File: src/core/cbft_pkg.sv
// shared constants and types of the breaker failure timer
package cbft_pkg;
  localparam int CLK_HZ      = 40_000_000;
  localparam int TICK_MS     = 5;
  localparam int MS_PER_S    = 1000;
  localparam int TICK_CYC_DEF = CLK_HZ / MS_PER_S * TICK_MS;
  localparam int MS_CYC_DEF   = CLK_HZ / MS_PER_S;
  localparam int RETRIP_DEF_MS = 100;
  localparam int CBF_DEF_MS    = 200;
  localparam int DLY_W = 20;
  localparam logic [DLY_W-1:0] RTD_RST = DLY_W'(RETRIP_DEF_MS / TICK_MS);
  localparam logic [DLY_W-1:0] CBD_RST = DLY_W'(CBF_DEF_MS / TICK_MS);
  localparam int N_IN   = 5;
  localparam int N_EV   = 8;
  localparam int N_CNT  = 4;
  localparam int N_REC  = 12;
  localparam logic [3:0] REC_LAST = 4'hb;
  // event sources
  localparam int EV_START  = 0;
  localparam int EV_RETRIP = 1;
  localparam int EV_CBF    = 2;
  localparam int EV_BLOCK  = 3;
  localparam int EV_DOMON  = 4;
  localparam int EV_SIGNAL = 5;
  localparam int EV_PHASE  = 6;
  localparam int EV_RES    = 7;
  // synchronised input bit positions
  localparam int IN_PH  = 0;
  localparam int IN_RS  = 1;
  localparam int IN_DO  = 2;
  localparam int IN_SIG = 3;
  localparam int IN_BLK = 4;
  // register byte offsets
  localparam logic [7:0] OFF_CTRL  = 8'h00;
  localparam logic [7:0] OFF_RTD   = 8'h04;
  localparam logic [7:0] OFF_CBD   = 8'h08;
  localparam logic [7:0] OFF_STAT  = 8'h0c;
  localparam logic [7:0] OFF_IST   = 8'h10;
  localparam logic [7:0] OFF_IMSK  = 8'h14;
  localparam logic [7:0] OFF_CNT0  = 8'h18;
  localparam logic [7:0] OFF_RSEL  = 8'h28;
  localparam logic [7:0] OFF_RPTR  = 8'h2c;
  localparam logic [7:0] OFF_RTIME = 8'h30;
  localparam logic [7:0] OFF_RINFO = 8'h34;
  localparam logic [7:0] OFF_RCUR  = 8'h38;
  localparam logic [7:0] OFF_RTTR  = 8'h3c;
  localparam logic [7:0] OFF_RTTC  = 8'h40;
  localparam logic [7:0] OFF_NOW   = 8'h44;
  // control fields
  localparam int CTRL_RT_EN  = 2;
  localparam int CTRL_EV_ON  = 3;
  localparam int CTRL_EV_OFF = 4;
  localparam int CTRL_GRP    = 5;
  localparam int CTRL_CLR    = 8;
  localparam int INFO_GRP    = 8;
  localparam logic [7:0] CTRL_RST = 8'h1c;
  typedef enum logic [1:0] {
    MODE_CUR, MODE_CUR_AND_DO, MODE_CUR_OR_DO, MODE_SIGNAL
  } cbft_mode_t;
endpackage : cbft_pkg

File: src/core/cbft_sync.sv
// three-stage input synchroniser with agreement filter
`timescale 1ns/1ps
module cbft_sync
  import cbft_pkg::*;
(
  input  wire logic            clk,
  input  wire logic            rst,
  input  wire logic [N_IN-1:0] d,
  output logic      [N_IN-1:0] q
);
  logic [N_IN-1:0] s1_q;
  logic [N_IN-1:0] s2_q;
  logic [N_IN-1:0] s3_q;

  always_ff @(posedge clk)
  begin
    if (rst)
    begin
      s1_q <= '0;
      s2_q <= '0;
      s3_q <= '0;
      q    <= '0;
    end
    else
    begin
      s1_q <= d;
      s2_q <= s1_q;
      s3_q <= s2_q;
      // follow only where stages two and three agree
      q    <= (s2_q & s3_q) | (q & (s2_q ^ s3_q));
    end
  end
endmodule : cbft_sync

File: src/core/cbft_core.sv
// breaker failure supervision timers, events, records, wishbone slave
`timescale 1ns/1ps
module cbft_core
  import cbft_pkg::*;
#(
  parameter int TICK_CYCLES = TICK_CYC_DEF,
  parameter int MS_CYCLES   = MS_CYC_DEF
)
(
  input  wire logic        REF_CLK,
  input  wire logic        SYS_RST,
  input  wire logic        CYC_I,
  input  wire logic        STB_I,
  input  wire logic        WE_I,
  input  wire logic [7:0]  ADR_I,
  input  wire logic [3:0]  SEL_I,
  input  wire logic [31:0] DAT_I,
  output logic      [31:0] DAT_O,
  output logic             ACK_O,
  input  wire logic        PHASE_PICKUP,
  input  wire logic        RESIDUAL_PICKUP,
  input  wire logic        TRIP_CONTACT,
  input  wire logic        DIGITAL_TRIP_IN,
  input  wire logic        BLOCK_IN,
  input  wire logic [15:0] PHASE_MAX_CUR,
  input  wire logic [15:0] RESIDUAL_CUR,
  output logic             RETRIP_OUTPUT,
  output logic             BREAKER_FAILURE_OUTPUT,
  output logic             START_OUTPUT,
  output logic             BLOCKED_OUTPUT,
  output logic             IRQ,
  output logic [7:0]       EVT_ON,
  output logic [7:0]       EVT_OFF,
  output logic [31:0]      EVT_TIME
);

  function automatic logic [31:0] wmask(input logic [31:0] old,
                                        input logic [31:0] dat,
                                        input logic [3:0]  sel);
    logic [31:0] r;
    r = old;
    for (int i = 0; i < 4; i++)
      if (sel[i])
        r[i*8 +: 8] = dat[i*8 +: 8];
    return r;
  endfunction : wmask

  function automatic logic [DLY_W-1:0] sat_inc(input logic [DLY_W-1:0] c);
    return (&c) ? c : c + 1'b1;
  endfunction : sat_inc

  function automatic logic [DLY_W-1:0] remain(input logic [DLY_W-1:0] dly,
                                              input logic [DLY_W-1:0] c);
    return (c >= dly) ? '0 : dly - c;
  endfunction : remain

  function automatic logic [2:0] first_set(input logic [N_EV-1:0] v);
    logic [2:0] r;
    r = '0;
    for (int i = N_EV - 1; i >= 0; i--)
      if (v[i])
        r = 3'(i);
    return r;
  endfunction : first_set

  logic [N_IN-1:0]  in_s;
  logic             hit, wr, cnt_clr, tick, cur, cond, blk;
  logic [31:0]      tick_cnt_q, ms_div_q, ms_q;
  logic [7:0]       ctrl_q;
  logic [DLY_W-1:0] rtd_q, cbd_q, rt_cnt_q, cb_cnt_q, rt_next, cb_next;
  logic             start_q, retrip_q, cbf_q, blocked_q, ack_q;
  logic [N_EV-1:0]  st_now, st_prev_q, ev_on, ev_off;
  logic [N_CNT-1:0] irq_st_q, irq_msk_q;
  logic [31:0]      cnt_q [N_CNT];
  logic [3:0]       rec_sel_q, rec_wp_q, rec_num_q, rs_idx;
  logic [31:0]      rec_time [N_REC];
  logic [2:0]       rec_evt  [N_REC];
  logic [2:0]       rec_grp  [N_REC];
  logic [31:0]      rec_cur  [N_REC];
  logic [DLY_W-1:0] rec_ttr  [N_REC];
  logic [DLY_W-1:0] rec_ttc  [N_REC];
  logic [31:0]      rd_d, dat_q;
  logic [7:0]       evt_on_q, evt_off_q;
  logic [31:0]      evt_time_q;
  cbft_mode_t       mode;

  cbft_sync u_sync (
    .clk (REF_CLK),
    .rst (SYS_RST),
    .d   ({BLOCK_IN, DIGITAL_TRIP_IN, TRIP_CONTACT, RESIDUAL_PICKUP,
           PHASE_PICKUP}),
    .q   (in_s)
  );

  assign mode    = cbft_mode_t'(ctrl_q[1:0]);
  assign hit     = CYC_I & STB_I & ~ack_q;
  assign wr      = hit & WE_I;
  assign cnt_clr = wr && ADR_I == OFF_CTRL && SEL_I[1] && DAT_I[CTRL_CLR];
  assign tick    = tick_cnt_q == 32'(TICK_CYCLES - 1);
  assign cur     = in_s[IN_PH] | in_s[IN_RS];
  assign blk     = in_s[IN_BLK];
  assign rt_next = sat_inc(rt_cnt_q);
  assign cb_next = sat_inc(cb_cnt_q);

  // starting condition per criterion
  always_comb
  begin
    unique case (mode)
      MODE_CUR:        cond = cur;
      // current waits for the energized contact
      MODE_CUR_AND_DO: cond = cur & in_s[IN_DO];
      MODE_CUR_OR_DO:  cond = cur | in_s[IN_DO];
      MODE_SIGNAL:     cond = in_s[IN_SIG];
    endcase
  end

  // processing tick and millisecond time base
  always_ff @(posedge REF_CLK)
  begin
    if (SYS_RST)
    begin
      tick_cnt_q <= '0;
      ms_div_q   <= '0;
      ms_q       <= '0;
    end
    else
    begin
      tick_cnt_q <= tick ? '0 : tick_cnt_q + 1'b1;
      if (ms_div_q == 32'(MS_CYCLES - 1))
      begin
        ms_div_q <= '0;
        ms_q     <= ms_q + 1'b1;
      end
      else
        ms_div_q <= ms_div_q + 1'b1;
    end
  end

  // delay timers and outputs, evaluated once per tick
  always_ff @(posedge REF_CLK)
  begin
    if (SYS_RST)
    begin
      rt_cnt_q  <= '0;
      cb_cnt_q  <= '0;
      start_q   <= 1'b0;
      retrip_q  <= 1'b0;
      cbf_q     <= 1'b0;
      blocked_q <= 1'b0;
    end
    else
    begin
      if (tick)
      begin
        // blocked pick-up skips timing and releases start
        blocked_q <= cond & blk;
        if (!cond || blk)
        begin
          // timers cleared on the mode's release
          rt_cnt_q <= '0;
          cb_cnt_q <= '0;
          start_q  <= 1'b0;
          retrip_q <= 1'b0;
          cbf_q    <= 1'b0;
        end
        else
        begin
          // one step per tick, delays in 5 ms steps
          rt_cnt_q <= rt_next;
          cb_cnt_q <= cb_next;
          start_q  <= 1'b1;
          retrip_q <= ctrl_q[CTRL_RT_EN] && mode != MODE_SIGNAL &&
                      rt_next >= rtd_q;
          cbf_q    <= cb_next >= cbd_q;
        end
      end
      // disabled retrip never drives the output
      if (!ctrl_q[CTRL_RT_EN])
        retrip_q <= 1'b0;
    end
  end

  // state edges become ON and OFF events
  assign st_now = {in_s[IN_RS], in_s[IN_PH], in_s[IN_SIG], in_s[IN_DO],
                   blocked_q, cbf_q, retrip_q, start_q};
  assign ev_on  = st_now & ~st_prev_q;
  assign ev_off = ~st_now & st_prev_q;

  always_ff @(posedge REF_CLK)
  begin
    if (SYS_RST)
    begin
      st_prev_q  <= '0;
      evt_on_q   <= '0;
      evt_off_q  <= '0;
      evt_time_q <= '0;
    end
    else
    begin
      st_prev_q <= st_now;
      // output kinds chosen by the enables; records take one entry per cycle with any ON edge (lowest source), counters only those of the first four sources
      evt_on_q  <= ev_on & {N_EV{ctrl_q[CTRL_EV_ON]}};
      evt_off_q <= ev_off & {N_EV{ctrl_q[CTRL_EV_OFF]}};
      if (|(ev_on | ev_off))
        evt_time_q <= ms_q;
    end
  end

  // event counters, a clear still counts a coincident event as one
  always_ff @(posedge REF_CLK)
  begin
    for (int i = 0; i < N_CNT; i++)
    begin
      if (SYS_RST)
        cnt_q[i] <= '0;
      else if (cnt_clr)
        cnt_q[i] <= {31'h0, ev_on[i]};
      else if (ev_on[i])
        cnt_q[i] <= cnt_q[i] + 1'b1;
    end
  end

  always_ff @(posedge REF_CLK)
  begin
    if (SYS_RST)
    begin
      rec_wp_q  <= '0;
      rec_num_q <= '0;
    end
    else if (|ev_on)
    begin
      rec_wp_q <= (rec_wp_q == REC_LAST) ? '0 : rec_wp_q + 1'b1;
      if (rec_num_q != 4'(N_REC))
        rec_num_q <= rec_num_q + 1'b1;
    end
  end

  // record content; data only, so no reset
  always_ff @(posedge REF_CLK)
  begin
    if (|ev_on)
    begin
      rec_time[rec_wp_q] <= ms_q;
      rec_evt[rec_wp_q]  <= first_set(ev_on);
      rec_grp[rec_wp_q]  <= ctrl_q[CTRL_GRP +: 3];
      rec_cur[rec_wp_q]  <= {RESIDUAL_CUR, PHASE_MAX_CUR};
      rec_ttr[rec_wp_q]  <= remain(rtd_q, rt_cnt_q);
      rec_ttc[rec_wp_q]  <= remain(cbd_q, cb_cnt_q);
    end
  end

  // control registers and interrupt status; set wins over clear
  always_ff @(posedge REF_CLK)
  begin
    if (SYS_RST)
    begin
      ctrl_q    <= CTRL_RST;
      rtd_q     <= RTD_RST;
      cbd_q     <= CBD_RST;
      irq_msk_q <= '0;
      irq_st_q  <= '0;
      rec_sel_q <= '0;
    end
    else
    begin
      if (wr && ADR_I == OFF_CTRL)
        ctrl_q <= 8'(wmask({24'h0, ctrl_q}, DAT_I, SEL_I));
      if (wr && ADR_I == OFF_RTD)
        rtd_q <= DLY_W'(wmask({12'h0, rtd_q}, DAT_I, SEL_I));
      if (wr && ADR_I == OFF_CBD)
        cbd_q <= DLY_W'(wmask({12'h0, cbd_q}, DAT_I, SEL_I));
      if (wr && ADR_I == OFF_IMSK && SEL_I[0])
        irq_msk_q <= DAT_I[N_CNT-1:0];
      if (wr && ADR_I == OFF_RSEL && SEL_I[0])
        rec_sel_q <= DAT_I[3:0];
      if (wr && ADR_I == OFF_IST && SEL_I[0])
        irq_st_q <= (irq_st_q & ~DAT_I[N_CNT-1:0]) | ev_on[N_CNT-1:0];
      else
        irq_st_q <= irq_st_q | ev_on[N_CNT-1:0];
    end
  end

  // out-of-range record index reads entry zero rather than garbage
  assign rs_idx = (rec_sel_q < 4'(N_REC)) ? rec_sel_q : '0;

  always_comb
  begin
    rd_d = '0;
    case (ADR_I)
      OFF_CTRL:  rd_d = {24'h0, ctrl_q};
      OFF_RTD:   rd_d = {12'h0, rtd_q};
      OFF_CBD:   rd_d = {12'h0, cbd_q};
      OFF_STAT:  rd_d = {23'h0, in_s, blocked_q, cbf_q, retrip_q, start_q};
      OFF_IST:   rd_d = {28'h0, irq_st_q};
      OFF_IMSK:  rd_d = {28'h0, irq_msk_q};
      OFF_CNT0:  rd_d = cnt_q[EV_START];
      8'h1c:     rd_d = cnt_q[EV_RETRIP];
      8'h20:     rd_d = cnt_q[EV_CBF];
      8'h24:     rd_d = cnt_q[EV_BLOCK];
      OFF_RSEL:  rd_d = {28'h0, rec_sel_q};
      OFF_RPTR:  rd_d = {20'h0, rec_num_q, 4'h0, rec_wp_q};
      OFF_RTIME: rd_d = rec_time[rs_idx];
      OFF_RINFO: rd_d = {21'h0, rec_grp[rs_idx], 5'h0, rec_evt[rs_idx]};
      OFF_RCUR:  rd_d = rec_cur[rs_idx];
      OFF_RTTR:  rd_d = {12'h0, rec_ttr[rs_idx]};
      OFF_RTTC:  rd_d = {12'h0, rec_ttc[rs_idx]};
      OFF_NOW:   rd_d = ms_q;
      default:   rd_d = '0;
    endcase
  end

  // single-wait-state slave: ack one cycle after request
  always_ff @(posedge REF_CLK)
  begin
    if (SYS_RST)
    begin
      ack_q <= 1'b0;
      dat_q <= '0;
    end
    else
    begin
      ack_q <= hit;
      if (hit && !WE_I)
        dat_q <= rd_d;
    end
  end

  assign ACK_O                  = ack_q;
  assign DAT_O                  = dat_q;
  assign RETRIP_OUTPUT          = retrip_q;
  assign BREAKER_FAILURE_OUTPUT = cbf_q;
  assign START_OUTPUT           = start_q;
  assign BLOCKED_OUTPUT         = blocked_q;
  assign IRQ                    = |(irq_st_q & irq_msk_q);
  assign EVT_ON                 = evt_on_q;
  assign EVT_OFF                = evt_off_q;
  assign EVT_TIME               = evt_time_q;
endmodule : cbft_core

File: config.mk
export PLATFORM = sky130hd
export DESIGN_NAME = cbft_core
export DESIGN_NICKNAME = d
export VERILOG_FILES = /design/src/core/cbft_pkg.sv /design/src/core/cbft_sync.sv /design/src/core/cbft_core.sv
export SDC_FILE = /design/constraint.sdc
export NUM_CORES = 2
export LEC_CHECK = 0
export BUFFER_PORTS_ARGS = -buffer_cell sky130_fd_sc_hd__buf_2
export CORE_UTILIZATION = 45
export DETAILED_ROUTE_END_ITERATION = 16
export PLACE_DENSITY = 0.69
export SLEW_MARGIN = 5
export SYNTH_ARGS = -nofsm -noshare
export SYNTH_HDL_FRONTEND = slang
export SYNTH_HIERARCHICAL = 1
export SYNTH_SLANG_ARGS = --single-unit
File: constraint.sdc
create_clock -name REF_CLK -period 10.32 [get_ports REF_CLK]
set_input_delay 1.032 -clock REF_CLK [delete_from_list [all_inputs] [get_ports REF_CLK]]
set_output_delay 1.032 -clock REF_CLK [all_outputs]
set_load 0.03 [all_outputs]
Yosys cells after proc, flatten, opt, wreduce, memory -nomap -nowiden

Memories as Yosys holds them, arrays and structs flattened.
Cells that the tools add are included.

$add $sub $neg: 13
Magnitude comparators: 5
Equal/unequal tests: 25
Muxes and demuxes: 54
Bitwise gates (word level): 33
Reduce and logical (&&, ||, !) cells: 35

Operators by type and width:

| operator                                                                 | number |
|---|---|
| 32-bit case mux with 18 select lines                                     | 1 |
| 32-bit two-way mux                                                       | 8 |
| 32-bit by 1-bit adder with 32-bit output (second input constant)         | 7 |
| 20-bit two-way mux                                                       | 6 |
| 20-bit >= comparator                                                     | 4 |
| 8-bit by 6-bit equality test with 1-bit output (second input constant)   | 8 |
| 20-bit by 1-bit adder with 20-bit output (second input constant)         | 2 |
| 20-bit AND reduction                                                     | 2 |
| 20-bit subtractor                                                        | 2 |
| 8-bit bitwise AND                                                        | 4 |
| 32-bit by 16-bit equality test with 1-bit output (second input constant) | 1 |
| 32-bit by 18-bit equality test with 1-bit output (second input constant) | 1 |
| 8-bit by 5-bit equality test with 1-bit output (second input constant)   | 4 |
| 3-bit two-way mux                                                        | 9 |
| 1-bit two-way mux                                                        | 26 |
| 8-bit by 4-bit equality test with 1-bit output (second input constant)   | 2 |
| 8-bit by 7-bit equality test with 1-bit output (second input constant)   | 2 |
| 8-bit inverter                                                           | 2 |
| 2-bit AND reduction                                                      | 8 |
| 8-bit OR reduction                                                       | 2 |
| 1-bit logical AND                                                        | 14 |
| 4-bit two-way mux                                                        | 3 |
| 5-bit bitwise AND                                                        | 2 |
| 1-bit OR                                                                 | 10 |
| other kinds (23)                                                         | 35 |

Bits in registers: 317
Memory bits (writable): 1448
Bits of input ports: 86
Output and inout bits: 86
Logic and storage cells: 203
Memories kept: 7

Memories:

| name        | words | width | read ports | clocked after memory_dff | write ports | RTL line        | text |
|---|---|---|---|---|---|---|---|
| rec_cur     | 12    | 32    | 1          | 0                        | 1           | cbft_core.sv:79 | `logic [31:0] rec_cur [N_REC];` |
| rec_time    | 12    | 32    | 1          | 0                        | 1           | cbft_core.sv:76 | `logic [31:0] rec_time [N_REC];` |
| rec_ttc     | 12    | 20    | 1          | 0                        | 1           | cbft_core.sv:81 | `logic [DLY_W-1:0] rec_ttc [N_REC];` |
| rec_ttr     | 12    | 20    | 1          | 0                        | 1           | cbft_core.sv:80 | `logic [DLY_W-1:0] rec_ttr [N_REC];` |
| cnt_q       | 4     | 32    | 4          | 0                        | 4           | cbft_core.sv:74 | `logic [31:0] cnt_q [N_CNT];` |
| rec_evt     | 12    | 3     | 1          | 0                        | 1           | cbft_core.sv:77 | `logic [2:0] rec_evt [N_REC];` |
| +1 memories | n/a   | n/a   | n/a        | n/a                      | n/a         | n/a             |  |

Depth between registers and ports, before layout

Depth after elaboration: 11
Depth in mapped cells: 16
Depth with buffers taken out: 15

Modules after synthesis

Netlist, hierarchy kept.

By module, submodules not included:

| module    | instances | cells an instance | area an instance (sq um) | sequential area each (sq um) |
|---|---|---|---|---|
| cbft_core | 1         | 6125              | 75722.6                  | 49427.4 |
| cbft_sync | 1         | 52                | 670.6                    | 400.4 |

Least setup slack after synthesis

No wires, ideal clock.

Kind: register to register
Start point: register blocked_q, in the netlist BLOCKED_OUTPUT
End point: memory rec_cur[3][0] (enable)
Library setup time: 0.716 ns
Arrival time: 8.866 ns
Data required time: 9.604 ns
Path slack: 0.738 ns
Cell stages (with the launch flop): 7
Path buffers: 1
Period minus slack after synthesis: 9.582 ns
Path through: dfxtp_1 ha_1 clkbuf_1 nor4_1 nand2_1 nand2_1 nor3_1

Word-level cells in the longest chain between the ends: 4

Ends and longest elaborated chain:

| what                                    | RTL line         | text |
|---|---|---|
| start, declared                         | cbft_core.sv:71  | `logic start_q, retrip_q, cbf_q, blocked_q, ack_q;` |
| start signal, assigned                  | cbft_core.sv:156 | `blocked_q <= cond & blk;` |
| 8-bit bitwise AND                       | cbft_core.sv:186 | `assign ev_on = st_now & ~st_prev_q;` |
| 8-bit OR reduction                      | cbft_core.sv:241 | `if (\|ev_on)` |
| 1-bit two-way mux                       | cbft_core.sv:241 |  |
| 1-bit two-way mux (not written as such) | cbft_core.sv:246 | `rec_cur[rec_wp_q] <= {RESIDUAL_CUR, PHASE_MAX_CUR};` |
| end, declared                           | cbft_core.sv:79  |  |

No other way between the ends.

Worst setup path after layout

Start point: register rec_sel_q[3]
End point: register dat_q[14], in the netlist DAT_O[14]

Word-level cells in the longest chain between the ends: 4
Elaborated cells on any way between the ends: 7
Classes of those cells: 1 x order compare; 2 x mux; 4 x memory

Ends and longest elaborated chain:

| what                                            | RTL line         | text |
|---|---|---|
| start, declared                                 | cbft_core.sv:75  | `logic [3:0] rec_sel_q, rec_wp_q, rec_num_q, rs_idx;` |
| start signal, assigned                          | cbft_core.sv:275 | `rec_sel_q <= DAT_I[3:0];` |
| 4-bit < comparator                              | cbft_core.sv:284 | `assign rs_idx = (rec_sel_q < 4'(N_REC)) ? rec_sel_q : '0;` |
| 4-bit two-way mux (*)                           | cbft_core.sv:284 |  |
| memory read 12 x 20 bit (tied with other cells) | n/a              |  |
| 32-bit case mux with 18 select lines (*)        | cbft_core.sv:289 | `case (ADR_I)` |
| end signal, assigned                            | cbft_core.sv:324 | `dat_q <= rd_d;` |
| end, declared                                   | cbft_core.sv:82  | `logic [31:0] rd_d, dat_q;` |

Mark *: on every way between the ends. The rest lies on a longest branch, timed or not.
A chain may end at the register's enable or synchronous reset.

==> run_results.csv <==
group,metric,value,unit
flow_run,max_cap_viol_count,0,
sta,worst_pin_slew,1.40,ns
setup_path,path_common_cell,"buf_4",
synth,synth_edf_count,1448,
clock_network,cts-root-buf,"clkbuf_16",
synth,yosys-top-cells-area,"edfxtp_1, dfxtp_1, nand2_1",
die,fp.dieW,414,um
die,die-area,171000,um2
clock_network,cts_buffers,174,
power,powerDensity,167,nW/um2
run_status,status,"finished clean",
placed_design,dp_hpwl,143000,um
global_route,overflow,0,
sta,finalCritPeriodShare,0.525,
layout,final_nets,6457,
sta,fin_skew,0.0404,ns
synth,ys_types,95,
clock_network,htree_levels,4,
setup_path,arrival,6.12,ns
setup_path,worst_path_max_delay_cell,"a211oi_1",
routing,drc,0,
setup_path,cp.buffers_inverters,3,
global_route,grt_start_max_net_pins,165,
setup_path,crit_family,"compound AO/OA/AOI/OAI gates",
clock_network,path_clk_slew,0.06,ns
die,ios,172,
synth,synthCells,6177,
setup_path,critical_path.max_stage_delay,0.83,ns
clock_network,clk_path_buf_depth,3,
sta,finalSetupTns,0,ns
routing,routed_via_density,6.27,
global_route,antenna_found_initial,22,
clock_network,cts_resized,0,
clock_network,clk_latency,0.82,ns
global_route,grt_pass1_wl,341000,um
layout,post-route-util,0.507,
synth,yosysTopAreaCell,"edfxtp_1",
setup_path,path_cells,"buf_4, a21bo_4, buf_4, buf_4, a211oi_1, a211oi_1, mux2i_1, o2111ai_1, o21ai_0, a211o_1, a221oi_1",
sta,relSlewSlack,0.0692,
power,ir_worst_vdd,0.186,mV
placed_design,io_buffers,158,
sta,maxSlewViolCount,0,
synth,yosysSeqAreaShare,0.652,
die,start_util,0.455,
clock_network,post_cts_buffers,0,
clock_network,cts_tree,"done",
routing,antenna_left,0,
synth,syn_avg_cell_area,12.4,um2
routing,initialDrtViolationCount,6625,
setup_path,r2r_slack,4.90,ns
setup_path,r2r_start,"rec_sel_q[3]$_SDFFE_PP0P_",
power,leakagePower,28.3,nW
routing,first_pass_iters,7,
min_path,min-delay-start,"u_sync/s1_q[2]$_SDFF_PP0_",
sta,period_minus_slack,5.42,ns
layout,area_growth,11.4,%
setup_path,start_kind,"flip-flop",
synth,yosys.area.top_type_share,0.569,
layout,layout-drive-gt1-share,0.104,
sta,hold_viol,0,
placed_design,gp_congestion,0.956,
min_path,min_path_type,"flip-flop to flip-flop",
synth,yosys_warnings,6,
power,totalPowerFinal,0.0142,W
layout,instances_no_fill,8606,
global_route,track_usage,0.266,
layout,final_cell_mix,"edfxtp_1, nand2_1, nor2_1, dfxtp_1, a21oi_1",
setup_path,startpoint,"rec_sel_q[3]$_SDFFE_PP0P_",
setup_path,crit_required,11.03,ns
synth,synth_ff_type,"edfxtp_1",
die,core,168000,um2
sta,rsz0062_at_grt,"false",
routing,routed_wl,234000,um
setup_path,critical_path.max_fanout,80,
placed_design,dp_cells,8281,
clock_network,clock-sinks,1765,
routing,routedWlPerCell,27.2,um
global_route,grt_pass1_vias,50969,
layout,layout_commonest_cell,"edfxtp_1",
synth,syn_area,76400,um2
setup_path,path_class,"flip-flop to flip-flop",
synth,ys_ff_latch,1765,
routing,vias,53989,
die,fp.dieH,414,um
synth,synthesis.nets,6381,
sta,setup_viol,0,
clock_network,cts_hold_buffers,0,
die,num_rows,150,
setup_path,critPathCaptureType,"flip-flop",
sta,max_clock_freq,0.185,GHz
synth,synthArstFlopShare,0,
[synthesized netlist by cell type, types with 30 or more instances]
| master | n |
|---|---|
| inv_1 | 141 |
| dfxtp_1 | 317 |
| xor2_1 | 134 |
| a22oi_1 | 58 |
| and2_1 | 45 |
| nand2_1 | 860 |
| a211oi_1 | 115 |
| nor3_1 | 71 |
| clkbuf_1 | 173 |
| xnor2_1 | 114 |
| a21oi_1 | 297 |
| ha_1 | 116 |
| a311oi_1 | 97 |
| mux2_2 | 30 |
| buf_1 | 48 |
| o21ai_0 | 149 |
| a221oi_1 | 277 |
| buf_2 | 156 |
| nor2b_1 | 45 |
| mux2i_1 | 160 |
| nand3_1 | 182 |
| nand4_1 | 72 |
| a31oi_1 | 149 |
| a21o_1 | 31 |
| edfxtp_1 | 1448 |
| nor2_1 | 418 |
| and3_1 | 71 |
[path summary, 6_finish.rpt]
path                                             endpoint  cells after the start
worst min register to register  u_sync/s2_q[2]$_SDFF_PP0_                      1
worst min-delay path            u_sync/s2_q[2]$_SDFF_PP0_                      1
worst max-delay path               DAT_O[14]$_SDFFE_PP0P_                     11
worst max register to register     DAT_O[14]$_SDFFE_PP0P_                     11
[cell families after synthesis]
| logic type | Yosys count | synth area share |
|---|---|---|
| and+or+nand+nor | 1936 | 0.117 |
| DFF | 1765 | 0.652 |
| AOI/OAI and AO/OA | 1380 | 0.127 |
| buffers and inverters | 538 | 0.0301 |
| xor gates and xnor gates | 248 | 0.0284 |
| muxes | 192 | 0.0260 |
| adders and majority gates | 118 | 0.0195 |
[metrics by stage]
stage	hold WS, ns	instance area [um2]	worst slack (ns)
2_1_floorplan	0.413	76400	0.738
3_3_place_gp	0.424	79500	5.13
3_5_place_dp	0.424	79500	5.11
4_1_cts	0.404	85100	5.05
5_1_grt	0.425	85100	4.64
6_report	0.440	85100	4.90
[report_power, final]
group / total [W] / internal, W / leakage, nW / switching (W)
Combinational: 0.000240 / 0.0000607 / 9.65 / 0.000179
Clock: 0.00628 / 0.00352 / 2.71 / 0.00276
Sequential: 0.00772 / 0.00769 / 16.0 / 0.0000293
[sequential cells by signal (all words and copies together), names as in the netlist, 20 cells and up]
| name | flops |
|---|---|
| rtd_q | 20 |
| rt_cnt_q | 20 |
| DAT_O | 32 |
| EVT_TIME | 32 |
| rec_ttc | 240 |
| cb_cnt_q | 20 |
| ms_div_q | 32 |
| rec_grp | 36 |
| rec_time | 384 |
| cbd_q | 20 |
| tick_cnt_q | 32 |
| ms_q | 32 |
| rec_cur | 384 |
| cnt_q | 128 |
| rec_ttr | 240 |
| rec_evt | 36 |
[layout make-up]
class                      instances  area, um2
antenna                            5       12.5
clock buffer                     230       4750
clock inverter                    90        828
fill                           14366      82700
inverter                         142        533
multi-input combinational       3874      24400
sequential                      1765      49800
tap                             2204       2760
timing repair buffer             296       1940
[layer usage]
metal	GRT usage	routed length, um
met4	0.126	11900
met1	0.353	90700
met5	0	143
met2	0.413	107000
met3	0.0609	24800
No activity file was read; power rests on OpenSTA's default activity.
